**src/rfc_pkg.sv**
```systemverilog
package rfc_pkg;

  // ----------------------------------------------------------------
  // Register map (byte addresses)
  // ----------------------------------------------------------------
  localparam logic [7:0] A_CTRL  = 8'h00;
  localparam logic [7:0] A_INT   = 8'h04;
  localparam logic [7:0] A_MASK  = 8'h08;
  localparam logic [7:0] A_FSTAT = 8'h0c;
  localparam logic [7:0] A_FDATA = 8'h10;
  localparam logic [7:0] A_FDT   = 8'h14;
  localparam logic [7:0] A_ADC   = 8'h18;
  localparam logic [7:0] A_RX    = 8'h1c;
  localparam logic [7:0] A_CMD   = 8'h20;

  // Control register fields
  localparam int B_TXEN = 0;
  localparam int B_ISOA = 1;
  localparam int B_NFC  = 2;
  localparam int B_WLRX = 3;
  localparam int B_WLTX = 4;
  localparam int B_GAIN = 8;
  localparam int GAIN_W = 4;
  localparam logic [12:0] CTRL_RST = 13'h0000;
  localparam logic [3:0]  MASK_RST = 4'h0;
  localparam logic [7:0]  FDT_RST  = 8'h00;

  // Interrupt bits
  localparam int I_WL  = 0;
  localparam int I_EOT = 1;
  localparam int I_NFC = 2;
  localparam int I_ADC = 3;
  localparam int INT_W = 4;

  // FIFO status fields
  localparam int B_OVF = 6;

  // ----------------------------------------------------------------
  // Direct commands
  // ----------------------------------------------------------------
  localparam logic [1:0] DCMD_MODE = 2'h3;
  localparam logic [5:0] C_DEFAULT = 6'h01;
  localparam logic [5:0] C_CLEAR   = 6'h02;
  localparam logic [5:0] C_TXCRC   = 6'h04;
  localparam logic [5:0] C_TXRAW   = 6'h05;
  localparam logic [5:0] C_REQA    = 6'h06;
  localparam logic [5:0] C_WUPA    = 6'h07;
  localparam logic [5:0] C_NFCI    = 6'h08;
  localparam logic [5:0] C_NFCR    = 6'h09;
  localparam logic [5:0] C_NFC0    = 6'h0a;
  localparam logic [5:0] C_MASK    = 6'h10;
  localparam logic [5:0] C_UNMASK  = 6'h11;
  localparam logic [5:0] C_ADC     = 6'h12;
  localparam logic [5:0] C_RF      = 6'h13;
  localparam logic [5:0] C_SQ      = 6'h14;
  localparam logic [5:0] C_SQCLR   = 6'h15;

  localparam logic [7:0] REQA_BYTE = 8'h26;
  localparam logic [7:0] WUPA_BYTE = 8'h52;

  // ----------------------------------------------------------------
  // FIFO
  // ----------------------------------------------------------------
  localparam int DEPTH = 32;
  localparam int PTR_W = 5;
  localparam int CNT_W = 6;
  localparam logic [CNT_W-1:0] FULL   = 6'h20;
  localparam logic [CNT_W-1:0] WL_TX0 = 6'h08;
  localparam logic [CNT_W-1:0] WL_TX1 = 6'h10;
  localparam logic [CNT_W-1:0] WL_RX0 = 6'h10;
  localparam logic [CNT_W-1:0] WL_RX1 = 6'h18;

  // ----------------------------------------------------------------
  // Timing (ns) and derived cycle counts, rounded up
  // ----------------------------------------------------------------
  localparam int CLK_NS   = 8;
  localparam int IRFG_NS  = 5110000;
  localparam int RWF_NS   = 37760;
  localparam int GAS_NS   = 65000;
  localparam int IRFG_CYC = (IRFG_NS + CLK_NS - 1) / CLK_NS;
  localparam int RWF_CYC  = (RWF_NS + CLK_NS - 1) / CLK_NS;
  localparam int GAS_CYC  = (GAS_NS + CLK_NS - 1) / CLK_NS;
  localparam int TMR_W    = 20;

endpackage : rfc_pkg

```
**src/rfc_ctrl.sv**
```systemverilog
// Summary of operation
// [RULE_01] Transmitting: interrupt when unsent FIFO data falls below tx level.
// [RULE_02] Receiving: interrupt when stored bytes rise above rx level.
// [RULE_03] Two selectable water levels each for receive and transmit.
// [RULE_04] Status shows bytes in the FIFO not yet read.
// [RULE_05] Overflow flag when receive exceeds 32 bytes; extra data dropped.
// [RULE_06] Host should service FIFO faster than the air bit rate.
// [RULE_07] Code 000001 restores all defaults in every mode.
// [RULE_08] Code 000010 aborts activity, empties FIFO, zeroes collision, interrupts.
// [RULE_09] Host issues clear before a transmit, except REQA and WUPA.
// [RULE_10] 000100 sends with CRC, 000101 without; need transmitter enable.
// [RULE_11] 000110 sends REQA, 000111 WUPA; only in ISO-14443A mode.
// [RULE_12] 001000..001010 peer transmit after collision avoidance against threshold.
// [RULE_13] Response variant picks n from 0..3; n-zero variant uses 0.
// [RULE_14] Collision during avoidance skips transmit, raises peer event interrupt.
// [RULE_15] Peer commands switch the field; host leaves transmitter enable clear.
// [RULE_16] Initial avoidance uses 5.11 ms guard and 37.76 us waiting time.
// [RULE_17] Field stays on 65 us after a peer request or response.
// [RULE_18] Peer end-of-transmit interrupt when the field switches off.
// [RULE_19] Peer commands need peer mode bit, oscillator and regulators running.
// [RULE_20] Code 010000 drives receiver active low, stops receive framing.
// [RULE_21] Code 010001 drives receiver active high, overrides mask timer.
// [RULE_22] 010010 converts analog input, 010011 measures RF into converter register.
// [RULE_23] Direct command is one byte 11 plus code, run on last clock.
// [RULE_24] Shared FIFO holds 32 bytes.
// [RULE_25] Reading interrupt register clears it and drops the alert line.
// [RULE_26] Undefined command codes are ignored without any effect.
// [RULE_27] 010100 reduces gain by noise; 010101 restores previous gain.
//
// Chosen here: the APB interface to the registers and the register addresses.
`timescale 1ns/1ps
module rfc_ctrl #(
  parameter logic [19:0] GUARD_CYC = 20'(rfc_pkg::IRFG_CYC),
  parameter logic [19:0] RWF_CYC   = 20'(rfc_pkg::RWF_CYC),
  parameter logic [19:0] GAS_CYC   = 20'(rfc_pkg::GAS_CYC)
) (
  // Clock and reset
  input  wire logic        clk,
  input  wire logic        rst_n,
  // APB slave
  input  wire logic        psel,
  input  wire logic        penable,
  input  wire logic        pwrite,
  input  wire logic [7:0]  paddr,
  input  wire logic [31:0] pwdata,
  output logic      [31:0] prdata,
  output logic             pready,
  output logic             pslverr,
  // Serial command pins
  input  wire logic        sen,
  input  wire logic        sclk,
  input  wire logic        sdi,
  // Power state
  input  wire logic        oscReady,
  input  wire logic        regReady,
  // Transmit framing
  output logic [7:0]       txByte,
  output logic             txValid,
  input  wire logic        txReady,
  output logic             txCrc,
  output logic             txShort,
  output logic             rfField,
  // Receive framing
  input  wire logic [7:0]  rxByte,
  input  wire logic        rxValid,
  input  wire logic        maskTimerBusy,
  output logic             rxOn,
  // Analog
  input  wire logic [7:0]  fieldLevel,
  input  wire logic [7:0]  adIn,
  input  wire logic [7:0]  rfAmp,
  input  wire logic [3:0]  noiseLevel,
  output logic [3:0]       gain,
  // Alert
  output logic             hostAlertLine
);

  typedef enum logic [2:0] {
    S_IDLE, S_CA, S_SEND, S_SHORT, S_HOLD
  } rfc_state_e;

  // ----------------------------------------------------------------
  // Serial direct command capture
  // ----------------------------------------------------------------
  logic [2:0] pinS1, pinS2, pinS3, pinStable;
  logic [7:0] shiftReg;
  logic [2:0] bitCnt;
  logic       firstDone;
  logic       sclkFall, senHigh;
  logic       serCmd;
  logic [5:0] serCode;

  // Order: {sen, sclk, sdi}
  always_ff @(posedge clk)
  begin
    pinS1 <= {sen, sclk, sdi};
    pinS2 <= pinS1;
    pinS3 <= pinS2;
  end

  always_ff @(posedge clk)
  begin
    if (!rst_n)
      pinStable <= 3'h0;
    else
      pinStable <= (pinS2 & pinS3) | (pinStable & (pinS2 | pinS3));
  end

  assign senHigh  = pinStable[2];
  assign sclkFall = pinStable[1] && !pinS2[1] && !pinS3[1];

  // Only the first byte of a frame can carry a command
  always_ff @(posedge clk)
  begin
    serCmd <= 1'b0;
    if (!rst_n || !senHigh)
    begin
      bitCnt    <= 3'h0;
      firstDone <= 1'b0;
      shiftReg  <= 8'h00;
      serCode   <= 6'h00;
    end
    else if (sclkFall && !firstDone)
    begin
      shiftReg <= {shiftReg[6:0], pinStable[0]};
      bitCnt   <= bitCnt + 3'h1;
      if (bitCnt == 3'h7)
      begin
        firstDone <= 1'b1;
        serCmd    <= shiftReg[6:5] == rfc_pkg::DCMD_MODE; // see [RULE_23]
        serCode   <= {shiftReg[4:0], pinStable[0]};
      end
    end
  end

  // ----------------------------------------------------------------
  // Command decode
  // ----------------------------------------------------------------
  logic       busCmd, cmdGo, swRst;
  logic [5:0] cmdCode;
  logic       isClr, isTxStd, isTxShort, isNfc;
  logic       apbWr, apbRd;

  assign apbWr   = psel && penable && pwrite;
  assign apbRd   = psel && penable && !pwrite;
  assign busCmd  = apbWr && paddr == rfc_pkg::A_CMD;
  assign cmdGo   = serCmd || busCmd;
  assign cmdCode = serCmd ? serCode : pwdata[5:0];
  // Codes outside the set match nothing below
  assign swRst   = !rst_n || (cmdGo && cmdCode == rfc_pkg::C_DEFAULT); // see [RULE_07] see [RULE_26]
  assign isClr   = cmdGo && cmdCode == rfc_pkg::C_CLEAR;
  assign isTxStd = cmdGo && (cmdCode == rfc_pkg::C_TXCRC ||
                             cmdCode == rfc_pkg::C_TXRAW);
  assign isTxShort = cmdGo && (cmdCode == rfc_pkg::C_REQA ||
                               cmdCode == rfc_pkg::C_WUPA);
  assign isNfc   = cmdGo && (cmdCode == rfc_pkg::C_NFCI ||
                             cmdCode == rfc_pkg::C_NFCR ||
                             cmdCode == rfc_pkg::C_NFC0);

  // ----------------------------------------------------------------
  // Configuration registers
  // ----------------------------------------------------------------
  logic [12:0] ctrl;
  logic [3:0]  intMask;
  logic [7:0]  fdt;
  logic [7:0]  adcOut;
  logic [3:0]  savedGain;
  logic        txEn, nfcOk;

  assign txEn  = ctrl[rfc_pkg::B_TXEN];
  assign nfcOk = ctrl[rfc_pkg::B_NFC] && oscReady && regReady; // see [RULE_19]
  assign gain  = ctrl[rfc_pkg::B_GAIN +: rfc_pkg::GAIN_W];

  always_ff @(posedge clk)
  begin
    if (swRst) // see [RULE_07]
    begin
      ctrl      <= rfc_pkg::CTRL_RST;
      intMask   <= rfc_pkg::MASK_RST;
      fdt       <= rfc_pkg::FDT_RST;
      savedGain <= 4'h0;
    end
    else if (cmdGo && cmdCode == rfc_pkg::C_SQ) // see [RULE_27]
    begin
      savedGain <= gain;
      ctrl[rfc_pkg::B_GAIN +: rfc_pkg::GAIN_W] <=
        gain > noiseLevel ? gain - noiseLevel : 4'h0;
    end
    else if (cmdGo && cmdCode == rfc_pkg::C_SQCLR) // see [RULE_27]
      ctrl[rfc_pkg::B_GAIN +: rfc_pkg::GAIN_W] <= savedGain;
    else if (apbWr)
    begin
      if (paddr == rfc_pkg::A_CTRL)
        ctrl <= pwdata[12:0];
      if (paddr == rfc_pkg::A_MASK)
        intMask <= pwdata[3:0];
      if (paddr == rfc_pkg::A_FDT)
        fdt <= pwdata[7:0];
    end
  end

  always_ff @(posedge clk)
  begin
    if (swRst)
      adcOut <= 8'h00;
    else if (cmdGo && cmdCode == rfc_pkg::C_ADC)
      adcOut <= adIn; // see [RULE_22]
    else if (cmdGo && cmdCode == rfc_pkg::C_RF)
      adcOut <= rfAmp; // see [RULE_22]
  end

  // ----------------------------------------------------------------
  // Receive masking
  // ----------------------------------------------------------------
  logic rxForce, rxAccept;

  always_ff @(posedge clk)
  begin
    if (swRst || (cmdGo && cmdCode == rfc_pkg::C_MASK))
    begin
      rxOn    <= 1'b0; // see [RULE_20]
      rxForce <= 1'b0;
    end
    else if (cmdGo && cmdCode == rfc_pkg::C_UNMASK)
    begin
      rxOn    <= 1'b1; // see [RULE_21]
      rxForce <= 1'b1;
    end
  end

  // Unmask outranks the internal mask timer
  assign rxAccept = rxValid && rxOn && (rxForce || !maskTimerBusy); // see [RULE_21]

  // ----------------------------------------------------------------
  // FIFO
  // ----------------------------------------------------------------
  logic [7:0]              mem [rfc_pkg::DEPTH];
  logic [rfc_pkg::PTR_W-1:0] wrPtr, rdPtr;
  logic [rfc_pkg::CNT_W-1:0] fifoCnt;
  logic        overflow, full, empty;
  logic        apbPush, rxPush, push, apbPop, txPop, pop;
  logic [7:0]  pushData;
  rfc_state_e  state;

  assign full    = fifoCnt == rfc_pkg::FULL; // see [RULE_24]
  assign empty   = fifoCnt == '0;
  assign apbPush = apbWr && paddr == rfc_pkg::A_FDATA && !full;
  // Bus load wins a same-cycle clash; the received byte is dropped
  assign rxPush  = rxAccept && !full && !apbPush && state == S_IDLE;
  assign push    = apbPush || rxPush;
  assign pushData = apbPush ? pwdata[7:0] : rxByte;
  assign apbPop  = apbRd && paddr == rfc_pkg::A_FDATA && !empty &&
                   state != S_SEND;
  assign txPop   = state == S_SEND && txReady && !empty;
  assign pop     = apbPop || txPop;

  always_ff @(posedge clk)
  begin
    if (push)
      mem[wrPtr] <= pushData;
  end

  always_ff @(posedge clk)
  begin
    if (swRst || isClr) // see [RULE_08]
    begin
      wrPtr   <= '0;
      rdPtr   <= '0;
      fifoCnt <= '0;
    end
    else
    begin
      if (push)
        wrPtr <= wrPtr + 5'h01;
      if (pop)
        rdPtr <= rdPtr + 5'h01;
      fifoCnt <= fifoCnt + 6'(push) - 6'(pop); // see [RULE_04]
    end
  end

  always_ff @(posedge clk)
  begin
    if (swRst || isClr)
      overflow <= 1'b0;
    else if (rxAccept && full && state == S_IDLE)
      overflow <= 1'b1; // see [RULE_05]
  end

  // ----------------------------------------------------------------
  // Transmit sequencer
  // ----------------------------------------------------------------
  logic [19:0] timer;
  logic [1:0]  slots;
  logic        nfcRun, collided;
  logic [7:0]  lfsr, shortByte;
  logic        eotEv, collEv;

  // Free-running source of the random slot count
  always_ff @(posedge clk)
  begin
    if (!rst_n)
      lfsr <= 8'h01;
    else
      lfsr <= {lfsr[6:0], lfsr[7] ^ lfsr[5] ^ lfsr[4] ^ lfsr[3]};
  end

  assign collEv = state == S_CA && fieldLevel > fdt; // see [RULE_12]
  assign eotEv  = (state == S_SEND && empty && !nfcRun) ||
                  (state == S_SHORT && txReady) ||
                  (state == S_HOLD && timer == '0);

  always_ff @(posedge clk)
  begin
    if (swRst || isClr) // see [RULE_08]
    begin
      state    <= S_IDLE;
      nfcRun   <= 1'b0;
      rfField  <= 1'b0;
      timer    <= '0;
      slots    <= 2'h0;
      txCrc    <= 1'b0;
      collided <= 1'b0;
      shortByte <= 8'h00;
    end
    else
    begin
      unique case (state)
        S_IDLE:
        begin
          if (isTxStd && txEn) // see [RULE_10]
          begin
            txCrc <= cmdCode == rfc_pkg::C_TXCRC;
            state <= S_SEND;
          end
          else if (isTxShort && txEn && ctrl[rfc_pkg::B_ISOA]) // see [RULE_11]
          begin
            shortByte <= cmdCode == rfc_pkg::C_REQA ?
                         rfc_pkg::REQA_BYTE : rfc_pkg::WUPA_BYTE;
            state <= S_SHORT;
          end
          else if (isNfc && nfcOk) // see [RULE_12] see [RULE_15]
          begin
            txCrc  <= 1'b1;
            nfcRun <= 1'b1;
            state  <= S_CA;
            if (cmdCode == rfc_pkg::C_NFCI)
            begin
              timer <= GUARD_CYC - 20'h1; // see [RULE_16]
              slots <= 2'h1;
            end
            else
            begin
              timer <= RWF_CYC - 20'h1;
              slots <= cmdCode == rfc_pkg::C_NFCR ? lfsr[1:0] : 2'h0; // see [RULE_13]
            end
          end
        end
        S_CA:
        begin
          if (collEv) // see [RULE_14]
          begin
            collided <= 1'b1;
            nfcRun   <= 1'b0;
            state    <= S_IDLE;
          end
          else if (timer != '0)
            timer <= timer - 20'h1;
          else if (slots != 2'h0)
          begin
            slots <= slots - 2'h1;
            timer <= RWF_CYC - 20'h1; // see [RULE_16]
          end
          else
          begin
            rfField <= 1'b1; // see [RULE_15]
            state   <= S_SEND;
          end
        end
        S_SEND:
        begin
          if (empty && nfcRun)
          begin
            timer <= GAS_CYC - 20'h1; // see [RULE_17]
            state <= S_HOLD;
          end
          else if (empty)
            state <= S_IDLE;
        end
        S_SHORT:
          if (txReady)
            state <= S_IDLE;
        S_HOLD:
        begin
          if (timer != '0)
            timer <= timer - 20'h1;
          else
          begin
            rfField <= 1'b0; // see [RULE_18]
            nfcRun  <= 1'b0;
            state   <= S_IDLE;
          end
        end
      endcase
    end
  end

  assign txValid = (state == S_SEND && !empty) || state == S_SHORT;
  assign txShort = state == S_SHORT;
  assign txByte  = state == S_SHORT ? shortByte : mem[rdPtr];

  // ----------------------------------------------------------------
  // Water levels and interrupts
  // ----------------------------------------------------------------
  logic [rfc_pkg::CNT_W-1:0] txLevel, rxLevel;
  logic       wlCond, wlPrev, intRead;
  logic [3:0] host_alert_line, setV, next_host_alert_line;

  assign txLevel = ctrl[rfc_pkg::B_WLTX] ? rfc_pkg::WL_TX1
                                         : rfc_pkg::WL_TX0; // see [RULE_03]
  assign rxLevel = ctrl[rfc_pkg::B_WLRX] ? rfc_pkg::WL_RX1
                                         : rfc_pkg::WL_RX0; // see [RULE_03]
  assign wlCond  = (state == S_SEND && fifoCnt < txLevel) || // see [RULE_01]
                   (state == S_IDLE && rxOn && fifoCnt > rxLevel); // see [RULE_02]
  assign intRead = apbRd && paddr == rfc_pkg::A_INT;

  always_ff @(posedge clk)
  begin
    if (swRst || isClr)
      wlPrev <= 1'b0;
    else
      wlPrev <= wlCond;
  end

  always_comb
  begin
    setV = 4'h0;
    setV[rfc_pkg::I_WL]  = wlCond && !wlPrev;
    setV[rfc_pkg::I_EOT] = eotEv;
    setV[rfc_pkg::I_NFC] = collEv;
    setV[rfc_pkg::I_ADC] = cmdGo && (cmdCode == rfc_pkg::C_ADC ||
                                     cmdCode == rfc_pkg::C_RF);
    // A new event outlives the read that clears the others
    next_host_alert_line = setV | (intRead ? 4'h0 : host_alert_line); // see [RULE_25]
  end

  always_ff @(posedge clk)
  begin
    if (swRst || isClr) // see [RULE_08]
    begin
      host_alert_line          <= 4'h0;
      hostAlertLine <= 1'b0;
    end
    else
    begin
      host_alert_line          <= next_host_alert_line;
      hostAlertLine <= |(next_host_alert_line & ~intMask); // see [RULE_25]
    end
  end

  // ----------------------------------------------------------------
  // APB read path
  // ----------------------------------------------------------------
  assign pready = 1'b1;

  always_comb
  begin
    prdata  = 32'h0;
    pslverr = 1'b0;
    unique case (paddr)
      rfc_pkg::A_CTRL:  prdata[12:0] = ctrl;
      rfc_pkg::A_INT:   prdata[3:0]  = host_alert_line;
      rfc_pkg::A_MASK:  prdata[3:0]  = intMask;
      rfc_pkg::A_FSTAT: prdata[6:0]  = {overflow, fifoCnt}; // see [RULE_04]
      rfc_pkg::A_FDATA: prdata[7:0]  = mem[rdPtr];
      rfc_pkg::A_FDT:   prdata[7:0]  = fdt;
      rfc_pkg::A_ADC:   prdata[7:0]  = adcOut;
      rfc_pkg::A_RX:    prdata[2:0]  = {collided, rxForce, rxOn};
      rfc_pkg::A_CMD:   prdata       = 32'h0;
      default:          pslverr      = psel && penable;
    endcase
  end
endmodule : rfc_ctrl

```
**config.mk**
```make
export PLATFORM = sky130hd
export DESIGN_NAME = rfc_ctrl
export DESIGN_NICKNAME = d
export VERILOG_FILES = /design/src/rfc_pkg.sv /design/src/rfc_ctrl.sv
export SDC_FILE = /design/constraint.sdc
export NUM_CORES = 1
export LEC_CHECK = 0
export BUFFER_PORTS_ARGS = -buffer_cell sky130_fd_sc_hd__buf_4
export CELL_PAD_IN_SITES_DETAIL_PLACEMENT = 1
export CELL_PAD_IN_SITES_GLOBAL_PLACEMENT = 2
export CORE_AREA = 2 2 208 210
export DETAILED_ROUTE_END_ITERATION = 8
export DIE_AREA = 0 0 210 212
export PLACE_DENSITY_LB_ADDON = 0.3
export SKIP_CTS_REPAIR_TIMING = 1
export SLEW_MARGIN = 15
export SYNTH_ARGS = -nofsm -noshare
export SYNTH_HDL_FRONTEND = slang
export SYNTH_SLANG_ARGS = --single-unit
```
**constraint.sdc**
```tcl
create_clock -name clk -period 3.93 [get_ports clk]
set_clock_uncertainty 0.1 [all_clocks]
set_input_delay 0.5895 -clock clk [delete_from_list [all_inputs] [get_ports clk]]
set_output_delay 0.5895 -clock clk [all_outputs]
set_load 0.05 [all_outputs]
```
==> results by group, run 1 <==
Outcome
  • Outcome: finished with violations
  • Failing checks: setup timing

Worst hold path
  • Hold_sp: sen
  • WHS Endpoint: pinS1[2]$_DFF_P_
  • Hold Path Depth: 1
  • Hold/Removal Path Class: in2reg

Yosys
  • Simple-gate share of the synthesized area: 11.3%
  • Cell Area, Synth: 17500 sq um
  • Synth Area in Compound Gates: 8.94%
  • Cell taking the most area after synthesis: edfxtp_1
  • Post-synth ARST share: 0%
  • Mux contribution to synthesized area: 13.1%
  • Top_reg_cell synth: edfxtp_1
  • Avg Cell Area, Syn: 13.1 sq um
  • Top cell type's share of synthesized area: 43.9%
  • Seq/Total Area, Yosys: 59.4%
  • Top post-synthesis cells by area: edfxtp_1 44%, dfxtp_1 16%, mux4_2 11%
  • XOR/XNOR Fraction of Synth Area: 0.900%
  • Warnings, synthesis: 0
  • Syn Inst Count: 1334
  • Register bit count reported by yosys: 392
  • Largest family of logic cells by synthesized area: multiplexers
  • Yosys cell types: 90
  • Number of flops mapped to enable cells by yosys: 256
  • Post-Synth Adder-Cell Area: 2.73%

Pwr
  • Sequential share of power: 45.7%
  • Maximum VDD drop: 0.393 mV
  • Int Pwr: 7.34 mW
  • Logic pwr share: 12.0%
  • Pwr Total: 9.81 mW
  • Leak: 7.27 nW
  • Net Sw Power: 2.47 mW
  • Sw Ratio: 25.2%
  • Power Dens Cells: 467 nW/um^2
  • Clock network power share: 42.3%

Timing
  • Setup tns final: -0.0524 ns
  • Unrepaired setup endpoints after global routing: yes
  • Count of final hold-check violations: 0
  • Final Critical Period: 3.98 ns
  • Rel. slew slack: 36.6%
  • Period utilization: 101%
  • Fmax: 251 MHz
  • Worst-Margin Slew: 0.943 ns
  • Hold WS: 0.0215 ns
  • Final worst-path setup slack: -0.0524 ns
  • Setup violators final: 1
  • Number of max-slew violations in the final report: 0

Cells and area
  • Antenna diodes: 0
  • Seq. cell area: 10400 sq um
  • Commonest non-fill, non-tap cell in the layout: edfxtp_1
  • Layout cells sized above 1: 25.8%
  • Area Growth Syn to Fin: 19.8%
  • Area occupied by multi-input gates: 6610 sq um
  • Core Util, Final: 49.4%
  • Most frequent cells in the layout: 256 x edfxtp_1, 182 x buf_4, 134 x nor2_1, 134 x dfxtp_1, 121 x nand2_1
  • Post-layout nets: 1636
  • Fill cells: 4349
  • Post-Layout Cell Count: 2091
  • Design area: 21000 sq um

Clock tree
  • CTS buffer count: 44
  • Worst skew pair latency: 0.57 ns
  • CTS tree: yes
  • Clock edge transition at the registers on the reported setup and hold paths: 0.06 ns
  • Clk Tree Root Cell: clkbuf_16
  • Clock Path Buffers: 3
  • H-Tree Depth: 2
  • CTS Sinks: 392

Die
  • I/O pin count: 141
  • Core area: 42500 sq um
  • Initial core utilization: 41.2%
  • Die W: 210 um
  • Die Height: 212 um
  • DIE AREA: 44500 sq um
  • Row count: 76

Detailed routing
  • DR pass1 iterations: 6
  • Remaining antenna violation count: 0
  • DR WL/cell: 23.6 um
  • Initial DRC Count: 825
  • DR DRC count: 0
  • Final wirelength: 49300 um
  • Via density: 5.59
  • Via Count: 11700

GRT
  • Global Route Usage Sum: 21.9%
  • First-pass GRT wire length: 73200 um
  • Pin count of the biggest net entering global routing: 65
  • Initial antenna violation count: 0
  • Number of global-route vias before repair: 12000
  • Gr ovfl total: 0

Setup path
  • Cell family contributing the most delay on the critical path: multiplexers
  • Worst Path Required: 3.24 ns
  • Worst Path Arrival: 3.29 ns
  • CP max stage cell: mux4_2
  • CP endpoint kind: output pin
  • Crit path largest cell delay: 0.53 ns
  • R2r setup slk: 0.66 ns
  • Crit path cell chain: buf_12 > buf_16 > mux4_2 > mux4_2 > mux2_4 > a222oi_1 > o22ai_1 > buf_4
  • CP Launch Type: register
  • Most frequent CP cell: mux4_2
  • Critical path class: reg2out
  • Worst reg2reg endpoint: fifoCnt[4]$_SDFF_PP0_
  • Worst r2r src: state[2]$_SDFFE_PP0P_
  • R2R depth: 15
  • Bufs and invs on worst path: 3
  • Crit-path max FO: 7

Placement
  • # placed instances: 1979
  • Port Buf Inserts: 100
  • Post-DP Area: 19100 sq um
  • Final HPWL DP: 33400 um
  • Worst slack at placement: 0.274 ns
  • Placer Congestion: 0.870

Job
  • Number of max-cap violations: 0
worst register-to-register path: cells and delay by family (launching register included):
kind                       cells  cell delay [ns]
buffers and inverters          2             0.12
and+or+nand+nor                8             1.07
DFF                            1             0.44
xor gates and xnor gates       1             0.12
AOI/OAI and AO/OA              1             0.43
adders and majority gates      3             0.88
kinds of logic after synthesis:
logic type,after synthesis
simple gates,409
flops,392
compound gates,225
buf+inv,129
mux,122
fa+ha+maj,37
xor+xnor,18
other cells,2
routing by layer:
metal / global-route usage (%) / up-vias / wire length [um]
met1: 30.5 / 5931 / 21900
met4: 6.90 / 0 / 1450
met5: 0 / - / 0
met2: 35.0 / 265 / 23500
met3: 3.93 / 86 / 2480
li1: - / 5401 / -
worst max-delay path by stage:
stage	startpoint	end	slack (ns)	cells after the start
CTS	register	prdata[5]	-0.19	9
global route	register	prdata[4]	-0.14	8
global placement	paddr[1]	fifoCnt[4]$_SDFF_PP0_	0.29	16
finish	register	prdata[4]	-0.05	8
floorplan	paddr[1]	prdata[7]	0.40	7
detailed placement	paddr[1]	fifoCnt[4]$_SDFF_PP0_	0.27	16
layout make-up:
type	count	share of cell area, %
Inverter	42	0.751
Tap cell	546	3.26
Clock inverter	29	1.40
Multi-Input combinational cell	831	31.5
Clock buffer	52	5.50
Timing Repair Buffer	199	7.95
Sequential cell	392	49.6
synthesized netlist by cell type, types with 4 or more instances:
cell type / instances
nand3_1: 23
edfxtp_1: 256
ha_1: 35
and4_1: 4
a311oi_1: 10
nand4_1: 13
nand2b_1: 5
clkbuf_1: 32
nand2_1: 121
and3_1: 10
inv_1: 41
o31a_1: 4
nor2_1: 134
and2_1: 15
mux2_2: 15
a21oi_1: 70
nor4_1: 5
nand3b_1: 5
a211o_1: 4
buf_4: 27
buf_2: 22
a211oi_1: 15
o22ai_1: 5
xor2_1: 6
o21ai_0: 25
xnor2_1: 12
a21o_1: 7
o31ai_1: 7
nor2b_1: 8
mux2i_1: 23
nand4b_1: 6
mux4_2: 84
a22oi_1: 7
a31oi_1: 10
nor3b_1: 9
dfxtp_1: 136
nor3_1: 28
a221oi_1: 8
o32ai_1: 9
o21a_1: 6
power by group through the flow:
stage / Sequential [mW] / Combinational (mW) / Clock [mW]
2_1_floorplan: 4.56 / 0.763 / 0
3_3_place_gp: 4.58 / 1.09 / 0
3_5_place_dp: 4.58 / 1.11 / 0
4_1_cts: 4.49 / 1.11 / 4.24
5_1_grt: 4.49 / 1.30 / 4.38
6_report: 4.49 / 1.17 / 4.15
flip-flops by register name (all words and copies together) (netlist names), 2 cells and up, named ones only:
signal and count:
adcOut 8, bitCnt 3, ctrl 13, fdt 8
fifoCnt 6, host_alert_line 4, intMask 4, lfsr 8
mem 256, pinS1 3, pinS2 3, pinS3 3
pinStable 3, rdPtr 5, savedGain 4, serCode 6
shiftReg 7, shortByte 3, slots 2, state 3
timer 20, wrPtr 5
(Power assumes the default switching activity.)
==> run 2, diff against run 1 <==
- CORE_AREA: 2 2 208 210 -> 2 2 201 203
- DIE_AREA: 0 0 210 212 -> 0 0 203 205
- HOLD_SLACK_MARGIN: default -> 0.05
- clock period: 3.93 -> 4.6 ns (I/O delays scaled with it)
==> results by group, run 2 (synthesis results as in run 1) <==
Worst hold path
  • Hold Path Depth: 1 (unchanged)
  • Hold/Removal Path Class: in2reg
  • Hold_sp: sdi
  • WHS Endpoint: pinS1[0]$_DFF_P_

Timing
  • Count of final hold-check violations: 0 (unchanged)
  • Final worst-path setup slack: 0.160 ns (+0.212 ns)
  • Worst-Margin Slew: 1.02 ns (+0.0787 ns)
  • Setup violators final: 0 (-1)
  • Fmax: 225 MHz
  • Unrepaired setup endpoints after global routing: no
  • Number of max-slew violations in the final report: 0 (unchanged)
  • Final Critical Period: 4.44 ns
  • Period utilization: 96.5%
  • Setup tns final: 0 ns (+0.0524 ns)
  • Rel. slew slack: 31.2% (-5.3 points)

Clock tree
  • Clock Path Buffers: 3 (unchanged)
  • Clock edge transition at the registers on the reported setup and hold paths: 0.05 ns (about the same)
  • Worst skew pair latency: 0.58 ns (about the same)
  • CTS Sinks: 392 (unchanged)
  • H-Tree Depth: 2 (unchanged)
  • CTS tree: yes
  • CTS buffer count: 44 (unchanged)
  • Clk Tree Root Cell: clkbuf_16

Detailed routing
  • DR WL/cell: 24.3 um (+2.9%)
  • Initial DRC Count: 819 (-0.73%)
  • Via density: 5.74 (+2.8%)
  • DR pass1 iterations: 5 (-1)
  • Remaining antenna violation count: 0 (unchanged)
  • DR DRC count: 0 (unchanged)
  • Final wirelength: 49000 um (-0.70%)
  • Via Count: 11600 (-0.84%)

Placement
  • Worst slack at placement: 0.666 ns (+0.392 ns)
  • Placer Congestion: 0.814 (-6.4%)
  • Final HPWL DP: 34000 um (+1.5%)
  • Port Buf Inserts: 100 (unchanged)
  • # placed instances: 1938 (-2.1%)

Cells and area
  • Post-layout nets: 1585 (-3.1%)
  • Biggest register: mem
  • Commonest non-fill, non-tap cell in the layout: edfxtp_1
  • Layout cells sized above 1: 22.4% (-3.4 points)
  • Biggest regs: mem (256), timer (20), ctrl (13)
  • Post-Layout Cell Count: 2017 (-3.5%)
  • Max reg flops: 256 (unchanged)
  • Most frequent cells in the layout: 256 x edfxtp_1, 145 x buf_4, 134 x nor2_1, 134 x dfxtp_1, 121 x nand2_1
  • Area Growth Syn to Fin: 16.2%

GRT
  • First-pass GRT wire length: 75000 um (+2.4%)
  • Number of global-route vias before repair: 12100 (+0.88%)
  • Initial antenna violation count: 0 (unchanged)
  • Gr ovfl total: 0 (unchanged)
  • Pin count of the biggest net entering global routing: 46 (-29%)
  • Global Route Usage Sum: 24.1% (+2.2 points)

Die
  • Core area: 39400 sq um (-7.4%)
  • Row count: 73 (-3.9%)
  • DIE AREA: 41600 sq um (-6.5%)
  • I/O pin count: 141 (unchanged)
  • Die W: 203 um (-3.3%)
  • Die Height: 205 um (-3.3%)
  • Initial core utilization: 44.5% (+3.3 points)

Setup path
  • CP endpoint kind: output pin
  • Crit-path max FO: 23 (+16)
  • Worst reg2reg endpoint: timer[5]$_SDFFE_PP0P_
  • Worst Path Arrival: 3.65 ns (+0.36 ns)
  • Worst r2r src: serCmd$_SDFF_PP0_
  • Critical path class: reg2out
  • R2R depth: 6 (-9)
  • R2r setup slk: 1.26 ns (+0.60 ns)
  • CP Launch Type: register
  • Worst Path Required: 3.81 ns (+0.57 ns)

Job
  • Number of max-cap violations: 0 (unchanged)

Pwr
  • Maximum VDD drop: 0.318 mV (-19%)
  • Leak: 6.91 nW (-5.0%)
  • Power Dens Cells: 403 nW/um^2 (-14%)

Outcome
  • Outcome: completed
-- run 2: cell types whose count changed in the layout (fill, tap and decap cells not counted), sizes merged --
cell	before	now
clkbuf	54	53
dlygate4sd3	2	0
buf	195	148
inv	43	42
clkinv	20	18
diode	0	1
bufinv	5	4
-- run 2: critical path: stages (launching register included) --
cell and delay, ns:
dfxtp_4 0.56, buf_12 0.27, buf_4 0.26, mux4_2 0.56, mux4_2 0.52, mux2i_1 0.44, o221ai_1 0.22, buf_4 0.23
-- run 2: where the power goes --
group | switching [mW] | internal (mW) | leakage [nW]
sequential | 0.0545 | 3.79 | 3.40
combinational | 0.586 | 0.345 | 2.84
clock | 1.44 | 2.00 | 0.673
total | 2.08 | 6.13 | 6.91
-- run 2: through the flow --
step	hold slack (ns)	power, mW	util (%)	instance area (sq um)
after CTS	0.0819	8.28	51.7	20300
final	0.115	8.21	51.7	20400
after global placement	0.211	4.82	48.1	18900
after floorplan	0.210	4.55	-	17600
after detailed placement	0.215	4.84	48.1	18900
after global routing	0.0942	8.50	51.7	20300
-- run 2: how the worst max path moves through the flow --
stage	from	to	slack [ns]	depth (start not counted)
detailed placement	register	prdata[6]	0.67	8
global route	register	prdata[0]	0.07	7
CTS	register	prdata[6]	0.05	8
finish	register	prdata[2]	0.16	7
floorplan	paddr[1]	prdata[7]	0.87	7
global placement	register	prdata[5]	0.72	8
-- run 2: layout make-up --
cell class / count / area [sq um]
inverter: 42 / 158
antenna: 1 / 2.50
tap: 525 / 657
multi-input combinational: 831 / 6570
sequential: 392 / 10400
clock buffer: 53 / 1140
clock inverter: 25 / 256
timing repair buffer: 148 / 1150
fill: 3917 / 19000
-- run 2: routing by layer --
| metal | track usage (%) | up-vias | part of all wire, % |
|---|---|---|---|
| met3 | 3.47 | 66 | 4.5 |
| met1 | 33.1 | 5964 | 45 |
| li1 | - | 5295 | - |
| met2 | 40.0 | 260 | 48 |
| met4 | 6.96 | 0 | 2.1 |
| met5 | 0 | - | 0 |
==> run 3, diff against run 2 <==
- CELL_PAD_IN_SITES_DETAIL_PLACEMENT: 1 -> default
- CELL_PAD_IN_SITES_GLOBAL_PLACEMENT: 2 -> default
==> results by group, run 3 (synthesis results as in run 1) <==
Outcome
  • Outcome: completed

Cells and area
  • Most frequent cells in the layout: 256 x edfxtp_1, 134 x nor2_1, 134 x dfxtp_1
  • Layout cells sized above 1: 20.4% (-2.0 points)
  • Commonest non-fill, non-tap cell in the layout: edfxtp_1
  • Antenna diodes: 0 (-1)
  • Area Growth Syn to Fin: 13.7%
  • Post-layout nets: 1549 (-2.3%)
  • Fill cells: 3319 (-15%)
  • Max reg flops: 256 (unchanged)
  • Biggest regs: mem (256), timer (20), ctrl (13)
  • Biggest register: mem

Die
  • Core area: 39400 sq um (unchanged)
  • Die W: 203 um (unchanged)
  • Die Height: 205 um (unchanged)
  • I/O pin count: 141 (unchanged)
  • Row count: 73 (unchanged)
  • DIE AREA: 41600 sq um (unchanged)
  • Initial core utilization: 44.5% (unchanged)

Worst hold path
  • Hold_sp: sclk
  • Hold/Removal Path Class: in2reg
  • Hold Path Depth: 1 (unchanged)
  • WHS Endpoint: pinS1[1]$_DFF_P_

Setup path
  • Worst r2r src: serCmd$_SDFF_PP0_
  • Worst Path Required: 3.81 ns (about the same)
  • Crit-path max FO: 35 (+52%)
  • R2R depth: 6 (unchanged)
  • Worst reg2reg endpoint: timer[5]$_SDFFE_PP0P_
  • CP Launch Type: register
  • R2r setup slk: 1.29 ns (+0.03 ns)
  • Critical path class: reg2out
  • CP endpoint kind: output pin
  • Worst Path Arrival: 3.64 ns (about the same)

Clock tree
  • Worst skew pair latency: 0.55 ns (-0.03 ns)
  • Clock Path Buffers: 3 (unchanged)
  • H-Tree Depth: 2 (unchanged)
  • CTS tree: yes
  • Clock edge transition at the registers on the reported setup and hold paths: 0.06 ns (about the same)
  • Clk Tree Root Cell: clkbuf_16
  • CTS Sinks: 392 (unchanged)
  • CTS buffer count: 40 (-9.1%)

Timing
  • Rel. slew slack: 34.7% (+3.4 points)
  • Period utilization: 96.4% (-0.16 points)
  • Setup violators final: 0 (unchanged)
  • Unrepaired setup endpoints after global routing: no
  • Setup tns final: 0 ns (unchanged)
  • Count of final hold-check violations: 0 (unchanged)
  • Number of max-slew violations in the final report: 0 (unchanged)
  • Worst-Margin Slew: 0.977 ns (-0.0453 ns)
  • Final Critical Period: 4.43 ns (-0.00730 ns)
  • Fmax: 226 MHz (+0.16%)

Pwr
  • Pwr Total: 7.79 mW (-5.2%)
  • Power Dens Cells: 391 nW/um^2 (-3.1%)
  • Leak: 6.66 nW (-3.6%)
  • Maximum VDD drop: 0.259 mV (-18%)

GRT
  • Met3 usage: 3.99% (+0.52 points)
  • Number of global-route vias before repair: 11000 (-8.7%)
  • Initial antenna violation count: 1 (+1)
  • Pin count of the biggest net entering global routing: 65 (+41%)
  • First-pass GRT wire length: 65300 um (-13%)
  • Met2 Usage GRT: 32.5% (-7.5 points)
  • GR Util met1: 28.5% (-4.5 points)
  • Gr ovfl total: 0 (unchanged)
  • Global Route Usage Sum: 20.6% (-3.5 points)
  • Busiest layer in global routing: met2

Detailed routing
  • DR WL/cell: 21.5 um (-12%)
  • Remaining antenna violation count: 0 (unchanged)
  • Via Count: 11400 (-1.7%)
  • DR pass1 iterations: 5 (unchanged)
  • Initial DRC Count: 1080 (+32%)
  • Via density: 5.75 (+0.17%)
  • DR DRC count: 0 (unchanged)
  • Final wirelength: 42500 um (-13%)

Job
  • Number of max-cap violations: 0 (unchanged)

Placement
  • Placer Congestion: 0.866 (+6.3%)
  • Final HPWL DP: 28700 um (-15%)
  • Port Buf Inserts: 100 (unchanged)
## run 3: worst max path at each step
| stage | slack (ns) | endpoint | startpoint |
|---|---|---|---|
| global placement | 0.75 | prdata[6] | register |
| detailed placement | 0.75 | prdata[6] | register |
| CTS | 0.15 | prdata[6] | register |
| floorplan | 0.87 | prdata[7] | paddr[1] |
| global route | 0.05 | prdata[5] | register |
| finish | 0.17 | prdata[5] | register |
## run 3: per-layer routing
layer | wire length [um] | share of wire [%]
met1 | 18600 | 44
met2 | 19800 | 47
met3 | 2880 | 6.8
met4 | 1210 | 2.8
met5 | 0 | 0
## run 3: cell type report
cell class / instances / area, sq um / area share, %
Sequential cell: 392 / 10400 / 52.3
Timing Repair Buffer: 116 / 908 / 4.56
Inverter: 42 / 158 / 0.791
Tap cell: 525 / 657 / 3.30
Clock buffer: 58 / 1090 / 5.46
Multi-Input combinational cell: 831 / 6570 / 33.0
Clock inverter: 15 / 126 / 0.634
## run 3: power breakdown
group / internal (mW) / total (mW) / switching (mW)
clock: 1.72 / 3.05 / 1.34
combinational: 0.340 / 0.900 / 0.560
sequential: 3.79 / 3.83 / 0.0469
## run 3: metrics by stage
| step | instance area (sq um) | worst slack [ns] | cells | utilization, % | hold WS [ns] |
|---|---|---|---|---|---|
| final | 19900 | 0.167 | 1979 | 50.6 | 0.139 |
| after global routing | 19900 | 0.0485 | 1979 | 50.6 | 0.115 |
| after CTS | 19900 | 0.154 | 1979 | 50.6 | 0.117 |
| after detailed placement | 18700 | 0.752 | 1906 | 47.5 | 0.220 |
| after global placement | 18700 | 0.753 | 1906 | 47.5 | 0.218 |
| after floorplan | 17600 | 0.873 | 1352 | - | 0.210 |
## run 3: critical path, stage by stage (launching register included)
cell and delay (ns):
dfxtp_4 0.46, buf_12 0.31, mux4_2 0.57, mux4_2 0.50, mux2i_1 0.44, nor3_1 0.11
a221oi_1 0.23, o22ai_1 0.19, buf_4 0.24
